`config.mk`:
```
export PLATFORM = sky130hd
export DESIGN_NAME = misc_pins
export DESIGN_NICKNAME = d
export VERILOG_FILES = /design/src/hdl/misc_pins_pkg.sv /design/src/hdl/misc_pins.sv /design/src/hdl/rom_link.sv
export VERILOG_INCLUDE_DIRS = /design/src /design/src/hdl
export SDC_FILE = /design/constraint.sdc
export NUM_CORES = 1
export LEC_CHECK = 0
export CAP_MARGIN = 20
export CORE_AREA = 3 3 113 115
export CTS_CLUSTER_SIZE = 28
export DETAILED_ROUTE_END_ITERATION = 6
export DIE_AREA = 0 0 116 118
export DONT_BUFFER_PORTS = 1
export PLACE_DENSITY = 0.46
export SETUP_SLACK_MARGIN = 0.15
export SYNTH_ARGS = -nofsm -noshare
export SYNTH_HDL_FRONTEND = slang
export SYNTH_SLANG_ARGS = --single-unit
```
`constraint.sdc`:
```
create_clock -name CLOCK -period 4 [get_ports CLOCK]
set_input_delay 0 -clock CLOCK [delete_from_list [all_inputs] [get_ports CLOCK]]
set_output_delay 0 -clock CLOCK [all_outputs]
set_load 0.1 [all_outputs]
```
`src/hdl/misc_pins_map.svh`:
```
`ifndef MISC_PINS_MAP_SVH
`define MISC_PINS_MAP_SVH

// Core clock rate
`define CLOCK_MHZ 250

// Cycle timer: 8 kHz reference, 125 us period
`define CYCLE_PERIOD_NS 125000
`define CYCLE_PERIOD_CNT ((`CYCLE_PERIOD_NS * `CLOCK_MHZ) / 1000)
`define CYCLE_CNT_W 15

// Two-wire link: quarter of a 10 us bit time, rounded up
`define ROM_QUARTER_NS 2500
`define ROM_QUARTER_CNT ((`ROM_QUARTER_NS * `CLOCK_MHZ + 999) / 1000)
`define ROM_TICK_W 10

// Bit index of the acknowledge slot within a byte
`define ROM_ACK_BIT 4'h8

// Reset values and general I/O count
`define CARD_MODE_RESET 1'b1
`define IO_COUNT 2

`endif

```
`src/hdl/misc_pins_pkg.sv`:
```
`default_nettype none
`include "misc_pins_map.svh"

package misc_pins_pkg;

	typedef enum logic [1:0] {
		CMD_START,
		CMD_STOP,
		CMD_WRITE,
		CMD_READ
	} rom_cmd_type;

	typedef enum logic [1:0] {
		RL_IDLE,
		RL_START,
		RL_STOP,
		RL_BITS
	} rom_phase_type;

	typedef struct packed {
		rom_phase_type           state;
		logic [1:0]              qtr;
		logic [`ROM_TICK_W-1:0]  tick;
		logic [3:0]              bitn;
		logic [7:0]              shift;
		logic                    read;
		logic                    ack_send;
		logic                    scl_oe;
		logic                    sda_oe;
		logic                    busy;
		logic                    done;
		logic                    ack_in;
		logic [7:0]              rdata;
	} rom_link_state_type;

	typedef struct packed {
		logic                    grst_s1;
		logic                    grst_s2;
		logic                    strap_s1;
		logic                    strap_s2;
		logic                    cin_s1;
		logic                    cin_s2;
		logic                    cin_s3;
		logic                    sda_s1;
		logic                    sda_s2;
		logic [`IO_COUNT-1:0]    gio_s1;
		logic [`IO_COUNT-1:0]    gio_s2;
		logic                    card_mode;
		logic                    rom_present;
		logic [`CYCLE_CNT_W-1:0] cnt;
		logic                    tick;
		logic                    sync_out;
		logic                    sync_oe;
		logic [`IO_COUNT-1:0]    gio_oe;
		logic [`IO_COUNT-1:0]    gio_o;
		logic                    scl_o;
		logic                    sda_o;
	} misc_state_type;

endpackage

`default_nettype wire

```
`src/hdl/misc_pins.sv`:
```
`timescale 1ns/10ps
`default_nettype none
`include "misc_pins_map.svh"

module misc_pins
#(
	parameter logic [`CYCLE_CNT_W-1:0] CYCLE_PERIOD =
		`CYCLE_CNT_W'(`CYCLE_PERIOD_CNT)
)
(
	// Clock and host bus reset
	input  wire logic       CLOCK,
	input  wire logic       SRST,
	// Global reset pin
	input  wire logic       GLOBAL_RST,
	// Cycle timer pins and control
	input  wire logic       CYCLE_SYNC_IN,
	input  wire logic       CYCLE_EXT_SEL,
	input  wire logic       CYCLE_OUT_EN,
	output logic            CYCLE_TICK,
	// Shared strap and cycle sync pin
	input  wire logic       CARD_MODE_STRAP_I,
	output logic            CYCLE_SYNC_OUT_O,
	output logic            CYCLE_SYNC_OUT_OE,
	output logic            CARD_MODE,
	// General I/O 2
	input  wire logic       GENERAL_IO_2_I,
	output logic            GENERAL_IO_2_O,
	output logic            GENERAL_IO_2_OE,
	input  wire logic       GENERAL_IO_2_DIR,
	input  wire logic       GENERAL_IO_2_DATA,
	output logic            GENERAL_IO_2_LEVEL,
	// General I/O 3
	input  wire logic       GENERAL_IO_3_I,
	output logic            GENERAL_IO_3_O,
	output logic            GENERAL_IO_3_OE,
	input  wire logic       GENERAL_IO_3_DIR,
	input  wire logic       GENERAL_IO_3_DATA,
	output logic            GENERAL_IO_3_LEVEL,
	// Two-wire ROM pins
	output logic            SCL_O,
	output logic            SCL_OE,
	input  wire logic       SDA_I,
	output logic            SDA_O,
	output logic            SDA_OE,
	// ROM command port
	input  wire logic       ROM_CMD_VALID,
	input  wire logic [1:0] ROM_CMD,
	input  wire logic [7:0] ROM_WDATA,
	input  wire logic       ROM_ACK_OUT,
	output logic            ROM_BUSY,
	output logic            ROM_DONE,
	output logic [7:0]      ROM_RDATA,
	output logic            ROM_ACK_IN,
	output logic            ROM_PRESENT
);

	localparam logic [`CYCLE_CNT_W-1:0] PERIOD_LAST =
		`CYCLE_CNT_W'(CYCLE_PERIOD - 1'b1);
	localparam logic [`CYCLE_CNT_W-1:0] PERIOD_HALF =
		`CYCLE_CNT_W'(CYCLE_PERIOD >> 1);

	misc_pins_pkg::misc_state_type q_q;
	misc_pins_pkg::misc_state_type q_d;

	logic cin_rise;

	always_comb
	begin
		q_d = q_q;
		// Two-flop synchronisers for every pin input
		q_d.grst_s1 = GLOBAL_RST;
		q_d.grst_s2 = q_q.grst_s1;
		q_d.strap_s1 = CARD_MODE_STRAP_I;
		q_d.strap_s2 = q_q.strap_s1;
		q_d.cin_s1 = CYCLE_SYNC_IN;
		q_d.cin_s2 = q_q.cin_s1;
		q_d.cin_s3 = q_q.cin_s2;
		q_d.sda_s1 = SDA_I;
		q_d.sda_s2 = q_q.sda_s1;
		q_d.gio_s1 = {GENERAL_IO_3_I, GENERAL_IO_2_I};
		q_d.gio_s2 = q_q.gio_s1;
		cin_rise = q_q.cin_s2 & ~q_q.cin_s3;

		// Strap follows the pin for as long as global reset holds
		if (q_q.grst_s2)
			q_d.card_mode = q_q.strap_s2;

		// Free-running fallback keeps the sync alive if the input stops
		q_d.tick = 1'b0;
		if (CYCLE_EXT_SEL && cin_rise)
		begin
			q_d.cnt = `CYCLE_CNT_W'(0);
			q_d.tick = 1'b1;
		end
		else if (q_q.cnt >= PERIOD_LAST)
		begin
			q_d.cnt = `CYCLE_CNT_W'(0);
			q_d.tick = 1'b1;
		end
		else
			q_d.cnt = `CYCLE_CNT_W'(q_q.cnt + 1'b1);
		q_d.sync_out = (q_d.cnt < PERIOD_HALF);
		// Never drive against the card-mode pulldown
		q_d.sync_oe = CYCLE_OUT_EN & q_q.card_mode &
			~q_q.grst_s2;

		q_d.gio_oe = {GENERAL_IO_3_DIR, GENERAL_IO_2_DIR};
		q_d.gio_o = {GENERAL_IO_3_DATA, GENERAL_IO_2_DATA};
		q_d.scl_o = 1'b0;
		q_d.sda_o = 1'b0;

		if (SRST)
		begin
			q_d.rom_present = q_q.sda_s2;
			q_d.cnt = `CYCLE_CNT_W'(0);
			q_d.tick = 1'b0;
			q_d.sync_out = 1'b0;
			q_d.sync_oe = 1'b0;
			q_d.gio_oe = 2'h0;
			q_d.gio_o = 2'h0;
		end
	end

	always_ff @(posedge CLOCK)
		q_q <= q_d;

	rom_link u_rom_link
	(
		.clock     (CLOCK),
		.srst      (SRST),
		.enable    (q_q.rom_present),
		.cmd_valid (ROM_CMD_VALID),
		.cmd       (ROM_CMD),
		.wdata     (ROM_WDATA),
		.ack_out   (ROM_ACK_OUT),
		.busy      (ROM_BUSY),
		.done      (ROM_DONE),
		.rdata     (ROM_RDATA),
		.ack_in    (ROM_ACK_IN),
		.sda_level (q_q.sda_s2),
		.scl_oe    (SCL_OE),
		.sda_oe    (SDA_OE)
	);

	assign CYCLE_TICK = q_q.tick;
	assign CYCLE_SYNC_OUT_O = q_q.sync_out;
	assign CYCLE_SYNC_OUT_OE = q_q.sync_oe;
	assign CARD_MODE = q_q.card_mode;
	assign GENERAL_IO_2_O = q_q.gio_o[0];
	assign GENERAL_IO_2_OE = q_q.gio_oe[0];
	assign GENERAL_IO_2_LEVEL = q_q.gio_s2[0];
	assign GENERAL_IO_3_O = q_q.gio_o[1];
	assign GENERAL_IO_3_OE = q_q.gio_oe[1];
	assign GENERAL_IO_3_LEVEL = q_q.gio_s2[1];
	assign SCL_O = q_q.scl_o;
	assign SDA_O = q_q.sda_o;
	assign ROM_PRESENT = q_q.rom_present;

	a_ext_cycle_lock: assert property (
		@(posedge CLOCK) disable iff (SRST)
		CYCLE_EXT_SEL && q_q.cin_s2 && !q_q.cin_s3
		|=> q_q.cnt == `CYCLE_CNT_W'(0) && CYCLE_TICK)
		else $error("cycle timer missed external edge");

	a_strap_hold: assert property (
		@(posedge CLOCK)
		!q_q.grst_s2 |=> $stable(CARD_MODE))
		else $error("card mode changed outside global reset");

	a_sync_out_off: assert property (
		@(posedge CLOCK)
		q_q.grst_s2 |=> !CYCLE_SYNC_OUT_OE)
		else $error("cycle sync driven during global reset");

	a_tick_spacing: assert property (
		@(posedge CLOCK) disable iff (SRST)
		!CYCLE_EXT_SEL && CYCLE_TICK |=> (!CYCLE_TICK)[*8])
		else $error("cycle ticks too close");

	a_io_input_reset: assert property (
		@(posedge CLOCK)
		SRST |=> !GENERAL_IO_2_OE && !GENERAL_IO_3_OE)
		else $error("general io driver on after reset");

	a_rom_detect: assert property (
		@(posedge CLOCK)
		$fell(SRST) |-> ROM_PRESENT == $past(q_q.sda_s2))
		else $error("rom presence not from reset level");

	a_sda_open_drain: assert property (
		@(posedge CLOCK) disable iff (SRST)
		SDA_OE |-> ROM_PRESENT && !SDA_O)
		else $error("data line misuse");

	a_scl_open_drain: assert property (
		@(posedge CLOCK) disable iff (SRST)
		!SCL_O && (!SCL_OE || ROM_PRESENT))
		else $error("serial clock driven high or without rom");

	a_no_rom_quiet: assert property (
		@(posedge CLOCK) disable iff (SRST)
		!ROM_PRESENT ##1 ROM_CMD_VALID |=> !ROM_BUSY && !SCL_OE && !SDA_OE)
		else $error("rom activity without rom");

	a_no_rom_lines: assert property (
		@(posedge CLOCK) disable iff (SRST)
		!ROM_PRESENT |-> !SCL_OE && !SDA_OE && !ROM_BUSY)
		else $error("rom lines active without rom");

	a_tick_sync_high: assert property (
		@(posedge CLOCK) disable iff (SRST)
		CYCLE_TICK |-> CYCLE_SYNC_OUT_O)
		else $error("cycle sync low at tick");

	a_io_follow_dir: assert property (
		@(posedge CLOCK)
		!SRST |=> GENERAL_IO_2_OE == $past(GENERAL_IO_2_DIR)
			&& GENERAL_IO_3_OE == $past(GENERAL_IO_3_DIR))
		else $error("general io driver not under control");

	a_strap_capture: assert property (
		@(posedge CLOCK)
		q_q.grst_s2 |=> CARD_MODE == $past(q_q.strap_s2))
		else $error("card mode not taken from strap");

endmodule

`default_nettype wire

```
`src/hdl/rom_link.sv`:
```
`timescale 1ns/10ps
`default_nettype none
`include "misc_pins_map.svh"

module rom_link
(
	// Clock and reset
	input  wire logic       clock,
	input  wire logic       srst,
	// Command side
	input  wire logic       enable,
	input  wire logic       cmd_valid,
	input  wire logic [1:0] cmd,
	input  wire logic [7:0] wdata,
	input  wire logic       ack_out,
	output logic            busy,
	output logic            done,
	output logic [7:0]      rdata,
	output logic            ack_in,
	// Two-wire line side
	input  wire logic       sda_level,
	output logic            scl_oe,
	output logic            sda_oe
);

	localparam logic [`ROM_TICK_W-1:0] QTR_LAST =
		`ROM_TICK_W'(`ROM_QUARTER_CNT - 1);

	misc_pins_pkg::rom_link_state_type q_q;
	misc_pins_pkg::rom_link_state_type q_d;

	// Data line pull for bit n: high means pull low
	function automatic logic bit_pull
	(
		input logic       rd,
		input logic [3:0] n,
		input logic [7:0] sh,
		input logic       ak
	);
		if (n == `ROM_ACK_BIT)
			bit_pull = rd & ak;
		else
			bit_pull = ~rd & ~sh[7];
	endfunction

	always_comb
	begin
		q_d = q_q;
		q_d.done = 1'b0;
		if (q_q.state == misc_pins_pkg::RL_IDLE)
		begin
			if (cmd_valid)
			begin
				q_d.qtr = 2'h0;
				q_d.tick = `ROM_TICK_W'(0);
				case (misc_pins_pkg::rom_cmd_type'(cmd))
				misc_pins_pkg::CMD_START:
				begin
					q_d.state = misc_pins_pkg::RL_START;
					q_d.scl_oe = 1'b0;
					q_d.sda_oe = 1'b0;
				end
				misc_pins_pkg::CMD_STOP:
				begin
					q_d.state = misc_pins_pkg::RL_STOP;
					q_d.scl_oe = 1'b1;
					q_d.sda_oe = 1'b1;
				end
				default:
				begin
					q_d.state = misc_pins_pkg::RL_BITS;
					q_d.bitn = 4'h0;
					q_d.read = (cmd == misc_pins_pkg::CMD_READ);
					q_d.ack_send = ack_out;
					q_d.shift = wdata;
					q_d.scl_oe = 1'b1;
					q_d.sda_oe = bit_pull(q_d.read, 4'h0, wdata,
						ack_out);
				end
				endcase
			end
		end
		else if (q_q.tick != QTR_LAST)
			q_d.tick = `ROM_TICK_W'(q_q.tick + 1'b1);
		else
		begin
			q_d.tick = `ROM_TICK_W'(0);
			q_d.qtr = q_q.qtr + 2'h1;
			case (q_q.state)
			misc_pins_pkg::RL_START:
			begin
				// Data falls while the clock is high
				if (q_q.qtr == 2'h1)
					q_d.sda_oe = 1'b1;
				if (q_q.qtr == 2'h2)
					q_d.scl_oe = 1'b1;
			end
			misc_pins_pkg::RL_STOP:
			begin
				if (q_q.qtr == 2'h0)
					q_d.scl_oe = 1'b0;
				if (q_q.qtr == 2'h1)
					q_d.sda_oe = 1'b0;
			end
			default:
			begin
				if (q_q.qtr == 2'h0)
					q_d.scl_oe = 1'b0;
				if (q_q.qtr == 2'h1)
				begin
					if (q_q.bitn == `ROM_ACK_BIT)
						q_d.ack_in = ~sda_level;
					else
						q_d.shift = {q_q.shift[6:0], sda_level};
				end
				if (q_q.qtr == 2'h2)
					q_d.scl_oe = 1'b1;
			end
			endcase
			if (q_q.qtr == 2'h3)
			begin
				if (q_q.state == misc_pins_pkg::RL_BITS &&
					q_q.bitn != `ROM_ACK_BIT)
				begin
					q_d.bitn = q_q.bitn + 4'h1;
					q_d.sda_oe = bit_pull(q_q.read, q_d.bitn,
						q_d.shift, q_q.ack_send);
				end
				else
				begin
					if (q_q.state == misc_pins_pkg::RL_BITS)
						q_d.rdata = q_q.shift;
					q_d.state = misc_pins_pkg::RL_IDLE;
					q_d.done = 1'b1;
				end
			end
		end
		// Without a detected ROM both lines stay released
		if (!enable)
		begin
			q_d.state = misc_pins_pkg::RL_IDLE;
			q_d.scl_oe = 1'b0;
			q_d.sda_oe = 1'b0;
			q_d.done = 1'b0;
		end
		q_d.busy = (q_d.state != misc_pins_pkg::RL_IDLE);
		if (srst)
			q_d = '0;
	end

	always_ff @(posedge clock)
		q_q <= q_d;

	assign busy = q_q.busy;
	assign done = q_q.done;
	assign rdata = q_q.rdata;
	assign ack_in = q_q.ack_in;
	assign scl_oe = q_q.scl_oe;
	assign sda_oe = q_q.sda_oe;

endmodule

`default_nettype wire

```
==> results_dict.tcl <==
set metrics [dict create \
    clkSinkCount 78 \
    cts_max_level 3 \
    io_buffers 0 \
    routed_wl_mm 8.00 \
    hold_path.class "input port to flip-flop" \
    place_inst 522 \
    cts_made_buffers 9 \
    r2r_slack_ns 1.19 \
    layout_commonest_cell "dfxtp_1" \
    synth-edff-count 2 \
    ys_seq_area_frac 0.445 \
    syn_inst 399 \
    ir_worst_vdd_v 0.000212 \
    grt_pass1_wl_mm 13.1 \
    stdcell_count 564 \
    die_y_um 118 \
    hold_violations 0 \
    skew_ns 0.00671 \
    crit_arrival_ns 3.09 \
    design.core.area_mm2 0.0119 \
    rsz0062_at_grt "false" \
    area_growth_pct 16.6 \
    cp-end-kind "flip-flop" \
    grt_usage 0.119 \
    clk_path_buf_depth 2 \
    crit_type "flip-flop to flip-flop" \
    cts_tree "built" \
    place_area_mm2 0.00359 \
    worstSkewPairLatency_ns 0.34 \
    grt_pass1_vias 2624 \
    ant_nets 0 \
    worst_pin_slew_ns 0.997 \
    cp.required_ns 4.28 \
    yosysUniqueCellTypes 57 \
    utilization 0.348 \
    antenna_found_initial 0 \
    yosysWarnings 0 \
    most-common-layout-cells "76 x dfxtp_1, 66 x nor2_1, 26 x nand2_1" \
    postCtsSetupBuffers 0 \
    via_per_inst 4.88 \
    dr.first_iter.drc_count 113 \
    fin_crit_ns 2.81 \
    cts_root_buf "clkbuf_16" \
    finalMaxSlewViolations 0 \
    drt_first_pass_iters 4 \
    wl_per_cell_um 14.2 \
    synth-async-reset-ratio 0 \
    dpl.hpwl_mm 5.35 \
    grt_max_degree 44 \
    netlist_area_mm2 0.00355 \
    finish.instance_area_mm2 0.00414 \
    die_area_mm2 0.0137 \
    grt_overflow 0 \
    num_rows 40 \
    cp_max_fo 18 \
    path_clk_slew_ns 0.06 \
    vias 2754 \
    setup_violations 0 \
    synth-main-ff-cell "dfxtp_1" \
    start_kind "flip-flop" \
    antenna_cells 0 \
    synth_top_area_cell "dfxtp_1" \
    avgSynthCellArea_um2 8.91 \
    pwr_density_cell_mw_per_mm2 426 \
    fin_crit_sh 0.703 \
    yosysTopAreaCellShare 0.428 \
    cap_violations 0 \
    setup_tns_ns 0 \
    pin_count 52 \
    dieWidth_um 116 \
    status "finished clean" \
    final_layout_size_suffix_gt1_frac 0.0743 \
    cts_resized 0 \
    yosys-top-cells-area "dfxtp_1 43%, nor2_1 7.0%, ha_1 4.9%" \
    fin_nets 452 \
    place_congestion 0.794 \
    fmaxAchievable_mhz 356 \
    cts_hold_buf 26 \
    synth-seq-cells 78 \
    slew_headroom 0.334 \
    leakage_nw 1.59 \
    drc 0 \
    start_util 0.298 \
]
==> worst max-delay path, stage by stage, from the launching register on <==
cell           delay [ns]
dfxtp_1              0.35
inv_1                0.11
ha_1                 0.60
nand3_1              0.40
a21oi_4              0.45
nor2_1               0.10
a211oi_2             0.19
dlygate4sd3_1        0.56
==> synth_stat cells, drive strengths merged, types with 2 or more instances <==
master and instances:
and3 9, o21ai 14, and3b 2, xnor2 7, a211oi 9, nor2 66
a21o 2, edfxtp 2, nand2 27, and2 8, mux2i 9, a21oi 23
and4 2, dfxtp 76, xor2 7, nand3b 5, buf 18, a31oi 3
nor2b 5, nand4 6, a22oi 10, nor3b 3, nand2b 6, nor3 2
a311oi 2, ha 14, a32oi 3, clkbuf 8, inv 13, nand3 18
or3 3
==> layer usage <==
| layer | GRT usage | up-vias | part of all wire |
|---|---|---|---|
| li1 | - | 1405 | - |
| met1 | 0.160 | 1286 | 0.48 |
| met2 | 0.179 | 53 | 0.47 |
| met3 | 0.0380 | 10 | 0.041 |
| met4 | 0.0399 | 0 | 0.0095 |
| met5 | 0 | - | 0 |
==> layout make-up <==
class                      instances  area (µm²)
tap                              147         184
inverter                          13        48.8
clock inverter                     7        56.3
fill                            1232        7770
sequential                        78        1580
clock buffer                       9         225
multi-input combinational        283        1770
timing repair buffer              27         278
==> power breakdown <==
group          internal (W)  switching [W]  leakage [nW]
sequential         0.000804      0.0000643         0.641
clock              0.000428       0.000340         0.137
combinational     0.0000509      0.0000773         0.812
total               0.00128       0.000482          1.59
==> path summary, 6_finish.rpt <==
path	to	cells past startpoint	start
min reg2reg	q_q[37]	0	q_d[37]
max	u_rom_link.q_q[20]	7	u_rom_link.q_q[40]
min	flip-flop	2	SRST
max reg2reg	u_rom_link.q_q[20]	7	u_rom_link.q_q[40]
==> per-stage QoR <==
| stage | worst slack [ns] | hold WS (ns) | power [W] |
|---|---|---|---|
| 2_1_floorplan | 2.13 | 0.0277 | 0.000969 |
| 3_3_place_gp | 1.72 | 0.0278 | 0.000982 |
| 6_report | 1.19 | 0.0392 | 0.00176 |
| 5_1_grt | 0.960 | 0.0377 | 0.00185 |
| 3_5_place_dp | 1.62 | 0.0278 | 0.000983 |
| 4_1_cts | 1.18 | 0.0165 | 0.00179 |
==> state kept, by name (all words and copies together) (netlist names), named ones only <==
register / cells
CYCLE_SYNC_OUT_O: 1
u_rom_link.q_q: 28
CYCLE_SYNC_OUT_OE: 1
CARD_MODE: 1
GENERAL_IO_2_LEVEL: 1
GENERAL_IO_3_LEVEL: 1
u_rom_link.ack_in: 1
GENERAL_IO_3_O: 1
GENERAL_IO_3_OE: 1
q_q: 19
u_rom_link.busy: 1
ROM_PRESENT: 1
GENERAL_IO_2_OE: 1
u_rom_link.rdata: 8
u_rom_link.done: 1
CYCLE_TICK: 1
q_d: 7
GENERAL_IO_2_O: 1
u_rom_link.sda_oe: 1
==> kinds of logic (layout without fill, tap and decap cells) <==
group                    after synthesis  in the layout  share of synthesized area
AND/OR/NAND/NOR                      170            170                      0.245
flip-flops                            78             78                      0.445
AO/OA/AOI/OAI                         73             73                      0.139
buffers and inverters                 39             56                     0.0577
adder cells (fa/ha/maj)               14             14                     0.0493
XOR/XNOR                              14             14                     0.0345
multiplexers                          10             10                     0.0285
other                                  1              2                    0.00106
No activity file was read; power rests on OpenSTA's default activity.
